[src/core/psc_pkg.sv]
// Package of register map, field layout, states and timing of the power-saving control.
package psc_pkg;
    localparam int ADDR_W = 4;
    localparam logic [3:0] OFF_WAKECON = 4'h0;
    localparam logic [3:0] OFF_CLOCK_DIVIDER_REG = 4'h1;
    localparam logic [3:0] OFF_PWRCTL = 4'h2;
    localparam logic [3:0] OFF_IRQSTAT = 4'h3;
    localparam logic [3:0] OFF_IRQMASK = 4'h4;
    localparam logic [3:0] OFF_REGSTAT = 4'h5;
    localparam int WK_EN_BIT = 15;
    localparam int WK_IDL_BIT = 13;
    localparam int WK_SINK_BIT = 8;
    localparam logic [15:0] WAKECON_MASK = 16'hA100;
    localparam int ROI_BIT = 15;
    localparam int DOZE_HI = 14;
    localparam int DOZE_LO = 12;
    localparam int DOZE_ENABLE_BIT = 11;
    localparam logic [15:0] CLOCK_DIVIDER_REG_MASK = 16'hF800;
    localparam int LV_REGULATOR_ENABLE_BIT = 12;
    localparam int SLEEP_REGULATOR_MODE_BIT = 8;
    localparam logic [15:0] PWRCTL_MASK = 16'h1100;
    localparam int WAKE_IF_BIT = 0;
    localparam logic [15:0] IRQ_MASK = 16'h0001;
    localparam logic [15:0] RESET_ZERO = 16'h0000;
    localparam logic [2:0] DOZE_DEFAULT = 3'h0;
    localparam int WAKE_STANDBY_NS = 2000;
    localparam int WAKE_LV_NS = 10000;
    localparam int CLK_NS = 50;
    localparam int WAKE_STANDBY_CYC = (WAKE_STANDBY_NS + CLK_NS - 1) / CLK_NS;
    localparam int WAKE_LV_CYC = (WAKE_LV_NS + CLK_NS - 1) / CLK_NS;
    localparam logic [7:0] CNT_ONE = 8'h01;

    typedef enum logic [1:0] {
        PSC_RUN = 2'b00,
        PSC_SLEEP = 2'b01,
        PSC_WAKING = 2'b10,
        PSC_DEEP = 2'b11
    } psc_state_e;

    typedef struct packed {
        logic hvNormal;
        logic hvStandby;
        logic lvOn;
    } psc_reg_s;

    typedef struct packed {
        psc_state_e state;
        logic [15:0] wakeCon;
        logic [15:0] clock_divider_reg;
        logic [15:0] pwrCtl;
        logic [15:0] irqStat;
        logic [15:0] irqMask;
        logic [15:0] rdData;
        logic [7:0] wakeCnt;
        logic [7:0] dozeCnt;
        logic dozeOn;
        logic cpuEn;
        logic sinkOn;
        logic irq;
        logic wakeEvt;
        logic lvSlept;
        psc_reg_s regCtl;
        logic pin1;
        logic pin2;
        logic irq1;
        logic irq2;
    } psc_state_s;
endpackage : psc_pkg

[src/core/psc_power_saving_control.sv]
// Power-saving control: slow-discharge wake, sleep regulator choice, doze divider.
`timescale 1ns/1ps
module psc_power_saving_control #(
    parameter int STANDBY_WAKE_CYC = psc_pkg::WAKE_STANDBY_CYC,
    parameter int LV_WAKE_CYC = psc_pkg::WAKE_LV_CYC
) (
    input wire logic sys_clk,
    input wire logic sys_rst,
    input wire logic [psc_pkg::ADDR_W-1:0] regAddr,
    input wire logic [15:0] regWrData,
    input wire logic regWrStb,
    input wire logic regRdStb,
    output logic [15:0] regRdData,
    input wire logic lvRegulatorConfig,
    input wire logic sleepCmd,
    input wire logic deepSleepCmd,
    input wire logic idleMode,
    input wire logic wakePinIn,
    input wire logic cpuIrqReq,
    output logic wakeSinkOn,
    output logic sleeping,
    output logic cpuResume,
    output logic cpuClkEn,
    output logic periphClkEn,
    output logic hvRegNormal,
    output logic hvRegStandby,
    output logic lvRegOn,
    output logic irqOut
);
    psc_pkg::psc_state_s s_r;
    psc_pkg::psc_state_s s_nxt;

    // Ratio N = 2^code, expressed as a terminal count of N-1.
    function automatic logic [7:0] dozeLimit(input logic [2:0] code);
        dozeLimit = 8'((9'h001 << code) - 9'h001);
    endfunction : dozeLimit

    // Regulator modes during Sleep from config, enable and sleep mode bits.
    function automatic psc_pkg::psc_reg_s sleepReg(input logic cfg,
                                                    input logic lv_regulator_enable,
                                                    input logic sleep_regulator_mode);
        sleepReg.hvNormal = sleep_regulator_mode;
        sleepReg.hvStandby = !sleep_regulator_mode && (cfg || !lv_regulator_enable);
        sleepReg.lvOn = !cfg && lv_regulator_enable && !sleep_regulator_mode;
    endfunction : sleepReg

    logic wakeLow;
    logic modEn;
    logic active;
    logic [7:0] lim;
    logic irqSeen;

    always_comb begin
        s_nxt = s_r;
        s_nxt.pin1 = wakePinIn;
        s_nxt.pin2 = s_r.pin1;
        s_nxt.irq1 = cpuIrqReq;
        s_nxt.irq2 = s_r.irq1;
        s_nxt.wakeEvt = 1'b0;
        wakeLow = !s_r.pin2;
        irqSeen = s_r.irq2;
        modEn = s_r.wakeCon[psc_pkg::WK_EN_BIT];
        active = modEn && !(idleMode && s_r.wakeCon[psc_pkg::WK_IDL_BIT]);
        // The sink runs only while the module is on; software owns the charge phase.
        s_nxt.sinkOn = active && s_r.wakeCon[psc_pkg::WK_SINK_BIT];

        // Sleep sequencing.
        case (s_r.state)
            psc_pkg::PSC_RUN: begin
                s_nxt.regCtl = '{hvNormal: 1'b1, hvStandby: 1'b0,
                                 lvOn: 1'b0};
                if (deepSleepCmd) begin
                    s_nxt.state = psc_pkg::PSC_DEEP;
                end else if (sleepCmd) begin
                    s_nxt.state = psc_pkg::PSC_SLEEP;
                    s_nxt.regCtl = sleepReg(lvRegulatorConfig,
                        s_r.pwrCtl[psc_pkg::LV_REGULATOR_ENABLE_BIT],
                        s_r.pwrCtl[psc_pkg::SLEEP_REGULATOR_MODE_BIT]);
                end
            end
            psc_pkg::PSC_SLEEP: begin
                if (active && wakeLow) begin
                    s_nxt.wakeEvt = 1'b1;
                    s_nxt.state = psc_pkg::PSC_WAKING;
                    s_nxt.lvSlept = s_r.regCtl.lvOn;
                    // Low-voltage sleep must ramp the core rail back up first.
                    if (s_r.regCtl.lvOn) begin
                        s_nxt.wakeCnt = 8'(LV_WAKE_CYC);
                    end else if (s_r.regCtl.hvStandby) begin
                        s_nxt.wakeCnt = 8'(STANDBY_WAKE_CYC);
                    end else begin
                        s_nxt.wakeCnt = psc_pkg::CNT_ONE;
                    end
                    s_nxt.regCtl = '{hvNormal: 1'b1, hvStandby: 1'b0,
                                     lvOn: 1'b0};
                end
            end
            psc_pkg::PSC_WAKING: begin
                if (s_r.wakeCnt <= psc_pkg::CNT_ONE) begin
                    s_nxt.state = psc_pkg::PSC_RUN;
                    s_nxt.wakeCnt = '0;
                end else begin
                    s_nxt.wakeCnt = s_r.wakeCnt - psc_pkg::CNT_ONE;
                end
            end
            psc_pkg::PSC_DEEP: begin
                s_nxt.regCtl = '{hvNormal: 1'b0, hvStandby: 1'b0,
                                 lvOn: 1'b0};
            end
            default: s_nxt.state = psc_pkg::PSC_RUN;
        endcase

        // Doze divider on the single system clock.
        if (s_r.clock_divider_reg[psc_pkg::ROI_BIT] && irqSeen && s_r.dozeOn) begin
            s_nxt.clock_divider_reg[psc_pkg::DOZE_ENABLE_BIT] = 1'b0;
        end
        s_nxt.dozeOn = s_nxt.clock_divider_reg[psc_pkg::DOZE_ENABLE_BIT];
        lim = s_r.dozeOn ?
            dozeLimit(s_r.clock_divider_reg[psc_pkg::DOZE_HI:psc_pkg::DOZE_LO]) : '0;
        // Judged on the next state so the enable drops in the first Sleep cycle.
        if (s_nxt.state != psc_pkg::PSC_RUN) begin
            s_nxt.cpuEn = 1'b0;
            s_nxt.dozeCnt = '0;
        end else if (s_r.dozeCnt >= lim) begin
            s_nxt.cpuEn = 1'b1;
            s_nxt.dozeCnt = '0;
        end else begin
            s_nxt.cpuEn = 1'b0;
            s_nxt.dozeCnt = s_r.dozeCnt + psc_pkg::CNT_ONE;
        end

        // Register writes; the hardware set of the flag wins over a clear.
        s_nxt.rdData = '0;
        if (regWrStb) begin
            if (regAddr == psc_pkg::OFF_WAKECON) begin
                s_nxt.wakeCon = regWrData & psc_pkg::WAKECON_MASK;
            end else if (regAddr == psc_pkg::OFF_CLOCK_DIVIDER_REG) begin
                s_nxt.clock_divider_reg = regWrData & psc_pkg::CLOCK_DIVIDER_REG_MASK;
                s_nxt.dozeOn = regWrData[psc_pkg::DOZE_ENABLE_BIT];
            end else if (regAddr == psc_pkg::OFF_PWRCTL) begin
                s_nxt.pwrCtl = regWrData & psc_pkg::PWRCTL_MASK;
            end else if (regAddr == psc_pkg::OFF_IRQSTAT) begin
                s_nxt.irqStat = s_r.irqStat & ~regWrData;
            end else if (regAddr == psc_pkg::OFF_IRQMASK) begin
                s_nxt.irqMask = regWrData & psc_pkg::IRQ_MASK;
            end
        end
        if (s_r.wakeEvt) begin
            s_nxt.irqStat[psc_pkg::WAKE_IF_BIT] = 1'b1;
        end
        s_nxt.irq = |(s_nxt.irqStat & s_nxt.irqMask);

        if (regRdStb) begin
            if (regAddr == psc_pkg::OFF_WAKECON) begin
                s_nxt.rdData = s_r.wakeCon;
            end else if (regAddr == psc_pkg::OFF_CLOCK_DIVIDER_REG) begin
                s_nxt.rdData = s_r.clock_divider_reg;
            end else if (regAddr == psc_pkg::OFF_PWRCTL) begin
                s_nxt.rdData = s_r.pwrCtl;
            end else if (regAddr == psc_pkg::OFF_IRQSTAT) begin
                s_nxt.rdData = s_r.irqStat;
            end else if (regAddr == psc_pkg::OFF_IRQMASK) begin
                s_nxt.rdData = s_r.irqMask;
            end else if (regAddr == psc_pkg::OFF_REGSTAT) begin
                s_nxt.rdData = {10'h000, s_r.lvSlept, s_r.regCtl,
                                s_r.state};
            end
        end
    end

    always_ff @(posedge sys_clk or posedge sys_rst) begin
        if (sys_rst) begin
            s_r <= '0;
            s_r.state <= psc_pkg::PSC_RUN;
            s_r.regCtl <= '{hvNormal: 1'b1, hvStandby: 1'b0, lvOn: 1'b0};
            s_r.clock_divider_reg <= psc_pkg::RESET_ZERO;
            s_r.pin1 <= 1'b1;
            s_r.pin2 <= 1'b1;
        end else begin
            s_r <= s_nxt;
        end
    end

    assign regRdData = s_r.rdData;
    assign wakeSinkOn = s_r.sinkOn;
    assign sleeping = (s_r.state == psc_pkg::PSC_SLEEP);
    assign cpuResume = s_r.wakeEvt;
    assign cpuClkEn = s_r.cpuEn;
    assign periphClkEn = 1'b1;
    assign hvRegNormal = s_r.regCtl.hvNormal;
    assign hvRegStandby = s_r.regCtl.hvStandby;
    assign lvRegOn = s_r.regCtl.lvOn;
    assign irqOut = s_r.irq;
endmodule : psc_power_saving_control

[config.mk]
export PLATFORM = sky130hd
export DESIGN_NAME = psc_power_saving_control
export DESIGN_NICKNAME = d
export VERILOG_FILES = /design/src/core/psc_pkg.sv /design/src/core/psc_power_saving_control.sv
export SDC_FILE = /design/constraint.sdc
export NUM_CORES = 1
export LEC_CHECK = 0
export ABC_AREA = 1
export BUFFER_PORTS_ARGS = -buffer_cell sky130_fd_sc_hd__buf_2
export CAP_MARGIN = 20
export CORE_MARGIN = 2
export CORE_UTILIZATION = 55
export CTS_CLUSTER_DIAMETER = 200
export DETAILED_ROUTE_END_ITERATION = 8
export HOLD_SLACK_MARGIN = 0.08
export PLACE_DENSITY_LB_ADDON = 0.08
export SLEW_MARGIN = 25
export SYNTH_ARGS = -nofsm -noshare
export SYNTH_HDL_FRONTEND = slang
export SYNTH_SLANG_ARGS = --single-unit
export TNS_END_PERCENT = 30
[constraint.sdc]
create_clock -name sys_clk -period 5.4 [get_ports sys_clk]
set_input_delay 0.27 -clock sys_clk [delete_from_list [all_inputs] [get_ports sys_clk]]
set_output_delay 0.27 -clock sys_clk [all_outputs]
set_load 0.05 [all_outputs]
==> results of run 1 <==
-- power by group through the flow --
stage | combinational (mW) | sequential [mW] | clock (mW)
5_1_grt | 0.179 | 0.746 | 0.487
3_5_place_dp | 0.159 | 0.751 | 0
3_3_place_gp | 0.153 | 0.750 | 0
4_1_cts | 0.160 | 0.739 | 0.461
2_1_floorplan | 0.109 | 0.748 | 0
6_report | 0.158 | 0.740 | 0.449
-- registers in the layout (all words and copies together), names as in the netlist --
name          cells
cpuClkEn          1
modEn             1
cpuResume         1
s_r              61
irqSeen           1
wakeSinkOn        1
hvRegNormal       1
irqOut            1
lvRegOn           1
hvRegStandby      1
s_nxt             2
regRdData        16
-- final cells by class --
cell class	count	area [µm²]
fillers	706	2910
clock inverters	3	42.5
flip-flops and latches	88	2210
inverters	88	332
well taps	102	128
repair buffers	56	297
clock buffers	12	145
multi-input cells	291	1590
-- worst max-delay path: stages, from the launching register on --
cell and delay [ns]:
dfrtp_1 0.47, nand2_1 0.16, inv_1 0.07, a31oi_1 0.17, ha_1 0.26, nand2_1 0.08
inv_1 0.05, o21ai_0 0.07, nand2_1 0.07, nand2_1 0.05, nand3_1 0.24, inv_1 0.16
nand2_1 0.06, nor2_1 0.11
-- what timing repair did --
action / in CTS / in global routing
hold buffers: 2 / 0
hold endpoints to repair: 2 / 0
endpoints found under the setup margin: 0 / 0
resized for setup: 0 / 0
buffers inserted: 0 / 0
-- metal layers --
| layer | vias up | global-route usage [%] |
|---|---|---|
| li1 | 1667 | - |
| met1 | 1612 | 33.4 |
| met2 | 69 | 37.1 |
| met3 | 9 | 3.34 |
| met4 | 0 | 8.96 |
| met5 | - | 0 |
-- stage by stage --
step / cell area, µm² / setup WS [ns]
finish: 4740 / 3.32
global route: 4740 / 3.07
CTS: 4740 / 3.32
detailed placement: 4530 / 3.36
global placement: 4530 / 3.48
floorplan: 4300 / 2.86
-- worst paths after layout --
path / startpoint / cells after the start / end
worst min-delay path: regWrData[4] / 2 / s_r[65]
worst max-delay path: s_r[104] / 13 / s_r[14]
min in group asynchronous: sys_rst / 3 / s_r[18]
max in group asynchronous: sys_rst / 3 / s_r[60]
worst max register to register: s_r[104] / 13 / s_r[14]
worst min register to register: s_nxt[0] / 0 / irqSeen
-- kinds of logic after synthesis --
family          count (synthesis)
buf+inv                       112
flops                          88
other cells                     1
fa+ha+maj                      11
compound gates                 78
xor+xnor                       10
mux                             2
simple gates                  188
-- layout by cell type, fill, tap and decap left out, types with 2 or more instances in the layout --
cell,n
nor2_1,27
nand3_1,42
dfrtp_1,85
clkinv_2,2
a21oi_1,15
xor2_1,8
and2_1,2
o32ai_1,2
nand4_1,10
dfstp_2,3
nor2_4,3
clkbuf_8,10
nand2_2,3
ha_1,11
nand2_1,85
conb_1,2
dlygate4sd3_1,2
mux2_2,2
o211ai_1,3
nor3_1,9
buf_2,53
o221ai_1,4
o22ai_1,5
inv_1,75
xnor2_1,2
inv_2,9
a31oi_1,13
clkbuf_1,2
nor2_2,2
a21o_1,2
clkinv_1,3
o21ai_0,26
==> flow_metrics.py, run 1 <==
metrics = {
    "logic_synthesis": {
        "yosysUniqueCellTypes": 44,
        "dominantRegCellSynth": "dfrtp_1",
        "ys_ff_latch": 88,
        "synth_top_family_by_area": "simple AND/OR/NAND/NOR gates",
        "synth_xor_area_share_pct": 2.04,
        "synthCells": 490,
        "synth_mux_area_share_pct": 0.524,
        "syn_area_mm2": 0.00429,
        "synth_area_leaders": "dfrtp_1, nand2_1, inv_1",
        "synth_commonest_cells": "dfrtp_1, nand2_1, inv_1",
        "yosysWarnings": 0,
        "yosys.area_share.adder_pct": 3.21,
        "async_flop_share_pct": 100,
        "synth_largest_area_cell": "dfrtp_1",
        "synth_edf_count": 0,
        "synth_compound_area_share_pct": 11.0,
        "synth_simple_gate_area_share_pct": 20.1,
        "syn_area_per_cell_um2": 8.76,
        "synth_top_area_share_pct": 49.5,
        "ys_seq_area_share_pct": 51.4,
    },
    "critical_path": {
        "r2r_slack_ns": 3.32,
        "critPathCaptureType": "flop",
        "cp_max_fo": 8,
        "required_ns": 5.67,
        "critical_path_class": "flop to flop",
        "crit_arrival_ns": 2.36,
        "worstSetupStartpointType": "flop",
    },
    "global_route": {
        "first_global_vias": 3231,
        "antenna_found_initial": 0,
        "grt_max_degree": 89,
        "grtUsageTotal_pct": 23.6,
        "grt_pass1_wl_um": 15500,
        "grt.overflow.total": 0,
    },
    "power_and_ir_drop": {
        "combPwrFrac_pct": 11.7,
        "clkPwrFrac_pct": 33.3,
        "power_leakage_nw": 2.51,
        "fin_total_pwr_mw": 1.35,
        "p_seq_share_pct": 54.9,
        "p_int_uw": 977,
        "sw_frac_of_total_pct": 27.5,
        "peakVddDrop_v": 0.000135,
        "p_switching_uw": 371,
        "p_per_area_mw_per_mm2": 284,
    },
    "routing": {
        "routed_wl_um": 9370,
        "dr.pass1.iters": 5,
        "viasPerCell": 5.25,
        "m1WireLength_um": 4490,
        "vias": 3357,
        "drc": 0,
        "wl_met3_um": 363,
        "dr.first_iter.drc_count": 188,
        "met2WireLength_um": 4400,
        "wl_per_cell_um": 14.6,
        "postRouteAntennaNets": 0,
        "highest_layer": "met4",
    },
    "layout": {
        "final_nets": 575,
        "fin_util_pct": 62.0,
        "drive_gt1_share_pct": 17.3,
        "area_growth_pct": 10.4,
        "n_antenna_cell": 0,
        "finalNonFillerCells": 640,
    },
    "clocking": {
        "cts_tree": "yes",
        "cts.path.max_buffers": 2,
        "cts.sinks": 88,
        "h-tree-depth": 3,
        "clk_latency_ns": 0.36,
        "cts-buffers-inserted": 9,
        "path_clk_slew_ns": 0.08,
        "root_buffer": "clkbuf_8",
    },
    "floorplan": {
        "initial_core_util_pct": 56.2,
        "rows": 32,
        "core-area_mm2": 0.00765,
        "io_pins": 55,
        "dieArea_mm2": 0.00853,
        "die_h_um": 92.4,
        "fp.dieW_um": 92.4,
    },
    "timing": {
        "rsz0062_at_grt": "no",
        "hold_ws_ns": 0.119,
        "slew_headroom_pct": 47.6,
        "tns_ns": 0,
        "fin_crit_ns": 2.08,
        "fin_worst_skew_ns": 0.0136,
        "fmax_mhz": 480,
        "finalHoldViolCount": 0,
        "finalSetupViolCount": 0,
        "maxSlewViolCount": 0,
        "tightest_slew_ns": 0.785,
        "timing.final.crit_share_pct": 38.6,
    },
    "status": {
        "outcome": "finished clean",
    },
    "flow_run": {
        "drv_cap": 0,
    },
    "place": {
        "gp_congestion": 0.781,
        "dpl.cell_count": 623,
        "dp_hpwl_um": 6610,
        "numPortBuffers": 53,
    },
    "hold_path": {
        "holdCritPathClass": "input port to flop",
    },
}
(Power assumes the default switching activity.)
==> run 2: changes to the inputs <==
--- a/config.mk
+++ b/config.mk
@@ -5,7 +5,7 @@
 export SDC_FILE = /design/constraint.sdc
 export NUM_CORES = 1
 export LEC_CHECK = 0
-export ABC_AREA = 1
+export ABC_AREA = 0
 export BUFFER_PORTS_ARGS = -buffer_cell sky130_fd_sc_hd__buf_2
 export CAP_MARGIN = 20
 export CORE_MARGIN = 2
==> constraint.sdc (replaced) <==
create_clock -name sys_clk -period 2.17 [get_ports sys_clk]
set_input_delay 0.1085 -clock sys_clk [delete_from_list [all_inputs] [get_ports sys_clk]]
set_output_delay 0.1085 -clock sys_clk [all_outputs]
set_load 0.05 [all_outputs]
==> flow_metrics.py, run 2 <==
metrics = {
    "status": {
        "outcome": "finished clean",
    },
    "clocking": {
        "cts_tree": "yes",
        "clk_latency_ns": 0.36,
        "cts.sinks": 88,
        "path_clk_slew_ns": 0.09,
        "cts.path.max_buffers": 2,
        "h-tree-depth": 3,
        "cts-buffers-inserted": 9,
        "root_buffer": "clkbuf_8",
    },
    "logic_synthesis": {
        "syn_area_per_cell_um2": 10.5,
        "synth_largest_area_cell": "dfrtp_1",
        "synth_most_common_cell": "dfrtp_1",
        "dominantRegCellSynth": "dfrtp_1",
        "ys_seq_area_share_pct": 51.8,
        "yosysUniqueCellTypes": 58,
        "yosysWarnings": 0,
        "synth_area_leaders": "dfrtp_1, mux2_2, ha_1",
        "synthCells": 407,
        "synth_top_area_share_pct": 50.0,
        "ys_ff_latch": 88,
        "async_flop_share_pct": 100,
        "synth_edf_count": 0,
        "syn_area_mm2": 0.00426,
        "synth_commonest_cells": "dfrtp_1, inv_1, nor2_1",
    },
    "routing": {
        "drc": 0,
        "postRouteAntennaNets": 0,
        "routed_wl_um": 9210,
        "dr.pass1.iters": 4,
        "vias": 3180,
        "wl_per_cell_um": 15.7,
        "dr.first_iter.drc_count": 164,
        "viasPerCell": 5.42,
    },
    "floorplan": {
        "core-area_mm2": 0.00761,
        "io_pins": 55,
        "initial_core_util_pct": 56.0,
        "rows": 32,
        "die_h_um": 92.0,
        "fp.dieW_um": 92.0,
        "dieArea_mm2": 0.00846,
    },
    "critical_path": {
        "path_buf_inv": 0,
        "required_ns": 2.42,
        "crit_arrival_ns": 2.34,
        "crit_slowest_cell": "dfrtp_1",
        "cp.depth": 7,
        "worstSetupStartpointType": "flop",
        "cp_max_fo": 9,
        "worst-r2r-cell-count": 7,
        "critical_path_class": "flop to flop",
        "slowest_delay_ns": 0.40,
        "crit_chain": "o31a_1 > ha_1 > nand2b_1 > a21o_1 > a21o_1 > a211o_4 > and3_1",
        "cp_common_cell": "a21o_1",
        "critPathCaptureType": "flop",
        "cp_top_family": "compound AO/OA/AOI/OAI gates",
    },
    "timing": {
        "finalHoldViolCount": 0,
        "fmax_mhz": 479,
        "fin_worst_skew_ns": 0.0107,
        "tns_ns": 0,
        "timing.final.crit_share_pct": 96.1,
        "tightest_slew_ns": 0.533,
        "maxSlewViolCount": 0,
        "hold_ws_ns": 0.107,
        "rsz0062_at_grt": "no",
        "finalSetupViolCount": 0,
        "fin_crit_ns": 2.09,
        "fin_ws_ns": 0.0836,
        "slew_headroom_pct": 64.4,
    },
    "layout": {
        "fin_util_pct": 66.3,
        "largest_reg_flops": 61,
        "multiInputGateArea_mm2": 0.00171,
        "largest-register": "s_r",
        "final_nets": 521,
        "drive_gt1_share_pct": 24.5,
        "n_fill_cell": 613,
        "layout_commonest_cell": "dfrtp_1",
        "n_antenna_cell": 0,
        "finalNonFillerCells": 587,
        "final_cell_mix": "dfrtp_1, buf_2, inv_1, nor2_1, dlygate4sd3_1",
        "area_growth_pct": 18.4,
        "seqCellArea_mm2": 0.00221,
    },
    "hold_path": {
        "hold_path_depth": 3,
        "holdCritPathClass": "input port to flop",
    },
    "place": {
        "place_ws_ns": 0.0537,
        "dpl.cell_count": 547,
        "numPortBuffers": 53,
        "gp_congestion": 0.854,
        "dp_hpwl_um": 6470,
    },
    "power_and_ir_drop": {
        "power_leakage_nw": 2.43,
        "p_per_area_mw_per_mm2": 699,
        "peakVddDrop_v": 0.000439,
        "clkPwrFrac_pct": 32.0,
        "combPwrFrac_pct": 15.6,
        "p_int_mw": 2.53,
        "p_switching_uw": 988,
        "sw_frac_of_total_pct": 28.0,
        "p_seq_share_pct": 52.4,
    },
    "flow_run": {
        "drv_cap": 0,
    },
    "global_route": {
        "grt_max_degree": 41,
        "first_global_vias": 3056,
        "grt.overflow.total": 0,
        "antenna_found_initial": 0,
        "grt_pass1_wl_um": 15000,
        "grtUsageTotal_pct": 23.1,
    },
}
[run 2: changes by cell type after synthesis, moves of 7 or more]
cell      before  now
and2_1         2   10
inv_1         76   31
o21ai_0       26   18
a22oi_1        1   14
nand3_1       42    9
nand2b_1       0    7
inv_2          9    0
xor2_1         8    1
a21oi_1       15   22
mux2_2         2   16
nand2_1       85   23
[run 2: timing repair]
item	4_1_cts	5_1_grt
buffers inserted	0	0
endpoints found under the setup margin	0	3
resized for setup	0	2
hold buffers	24	0
endpoints found under the hold margin	54	0
[run 2: power by group through the flow]
stage	logic (mW)	registers (mW)	clock network, mW
floorplan	0.336	1.88	0
global placement	0.499	1.87	0
detailed placement	0.508	1.88	0
CTS	0.542	1.84	1.17
global route	0.600	1.86	1.23
finish	0.548	1.85	1.13
[run 2: cell type report]
type                    instances  share of cell area (%)
inverters                      31                    2.38
repair buffers                 97                    13.5
well taps                     102                    2.53
clock inverters                 6                    1.37
clock buffers                  10                    2.53
multi-input cells             253                    33.9
flip-flops and latches         88                    43.8
[run 2: worst reg2reg max path, cell delays in order (launching register included)]
cell and delay, ns:
dfrtp_1 0.40, o31a_1 0.28, ha_1 0.27, nand2b_1 0.14, a21o_1 0.17, a21o_1 0.18
a211o_4 0.38, and3_1 0.16
[run 2: kinds of logic (layout without fill, tap and decap cells)]
logic type	after synthesis	in the layout	share of synthesized area (%)
xor gates and xnor gates	6	6	1.23
and+or+nand+nor	109	109	13.6
other	1	2	0.0881
DFF	88	88	51.8
adders and majority gates	11	11	3.23
muxes	17	17	4.47
AOI/OAI and AO/OA	108	108	17.3
buffers and inverters	67	144	8.32
[run 2: worst paths after layout]
kind | startpoint | endpoint | slack (ns)
min in group asynchronous | sys_rst | wakeSinkOn | 0.35
max in group asynchronous | sys_rst | regRdData[15] | 1.13
hold / removal | idleMode | wakeSinkOn | 0.11
setup / recovery | s_r[105] | cpuClkEn | 0.08
hold reg to reg | s_nxt[2] | s_r[2] | 0.36
setup reg to reg | s_r[105] | cpuClkEn | 0.08
[run 2: per-stage QoR]
step | instance area [µm²] | power [mW]
floorplan | 4260 | 2.22
global placement | 4590 | 2.37
detailed placement | 4590 | 2.38
CTS | 5030 | 3.55
global route | 5040 | 3.69
finish | 5040 | 3.52
[run 2: metal layers]
metal  GRT usage (%)  share of wire (%)  up-vias
li1                -                  -     1573
met1            32.9                 48     1520
met2            35.4                 46       80
met3            3.70                5.3        7
met4            9.95                1.1        0
met5               0                  0        -
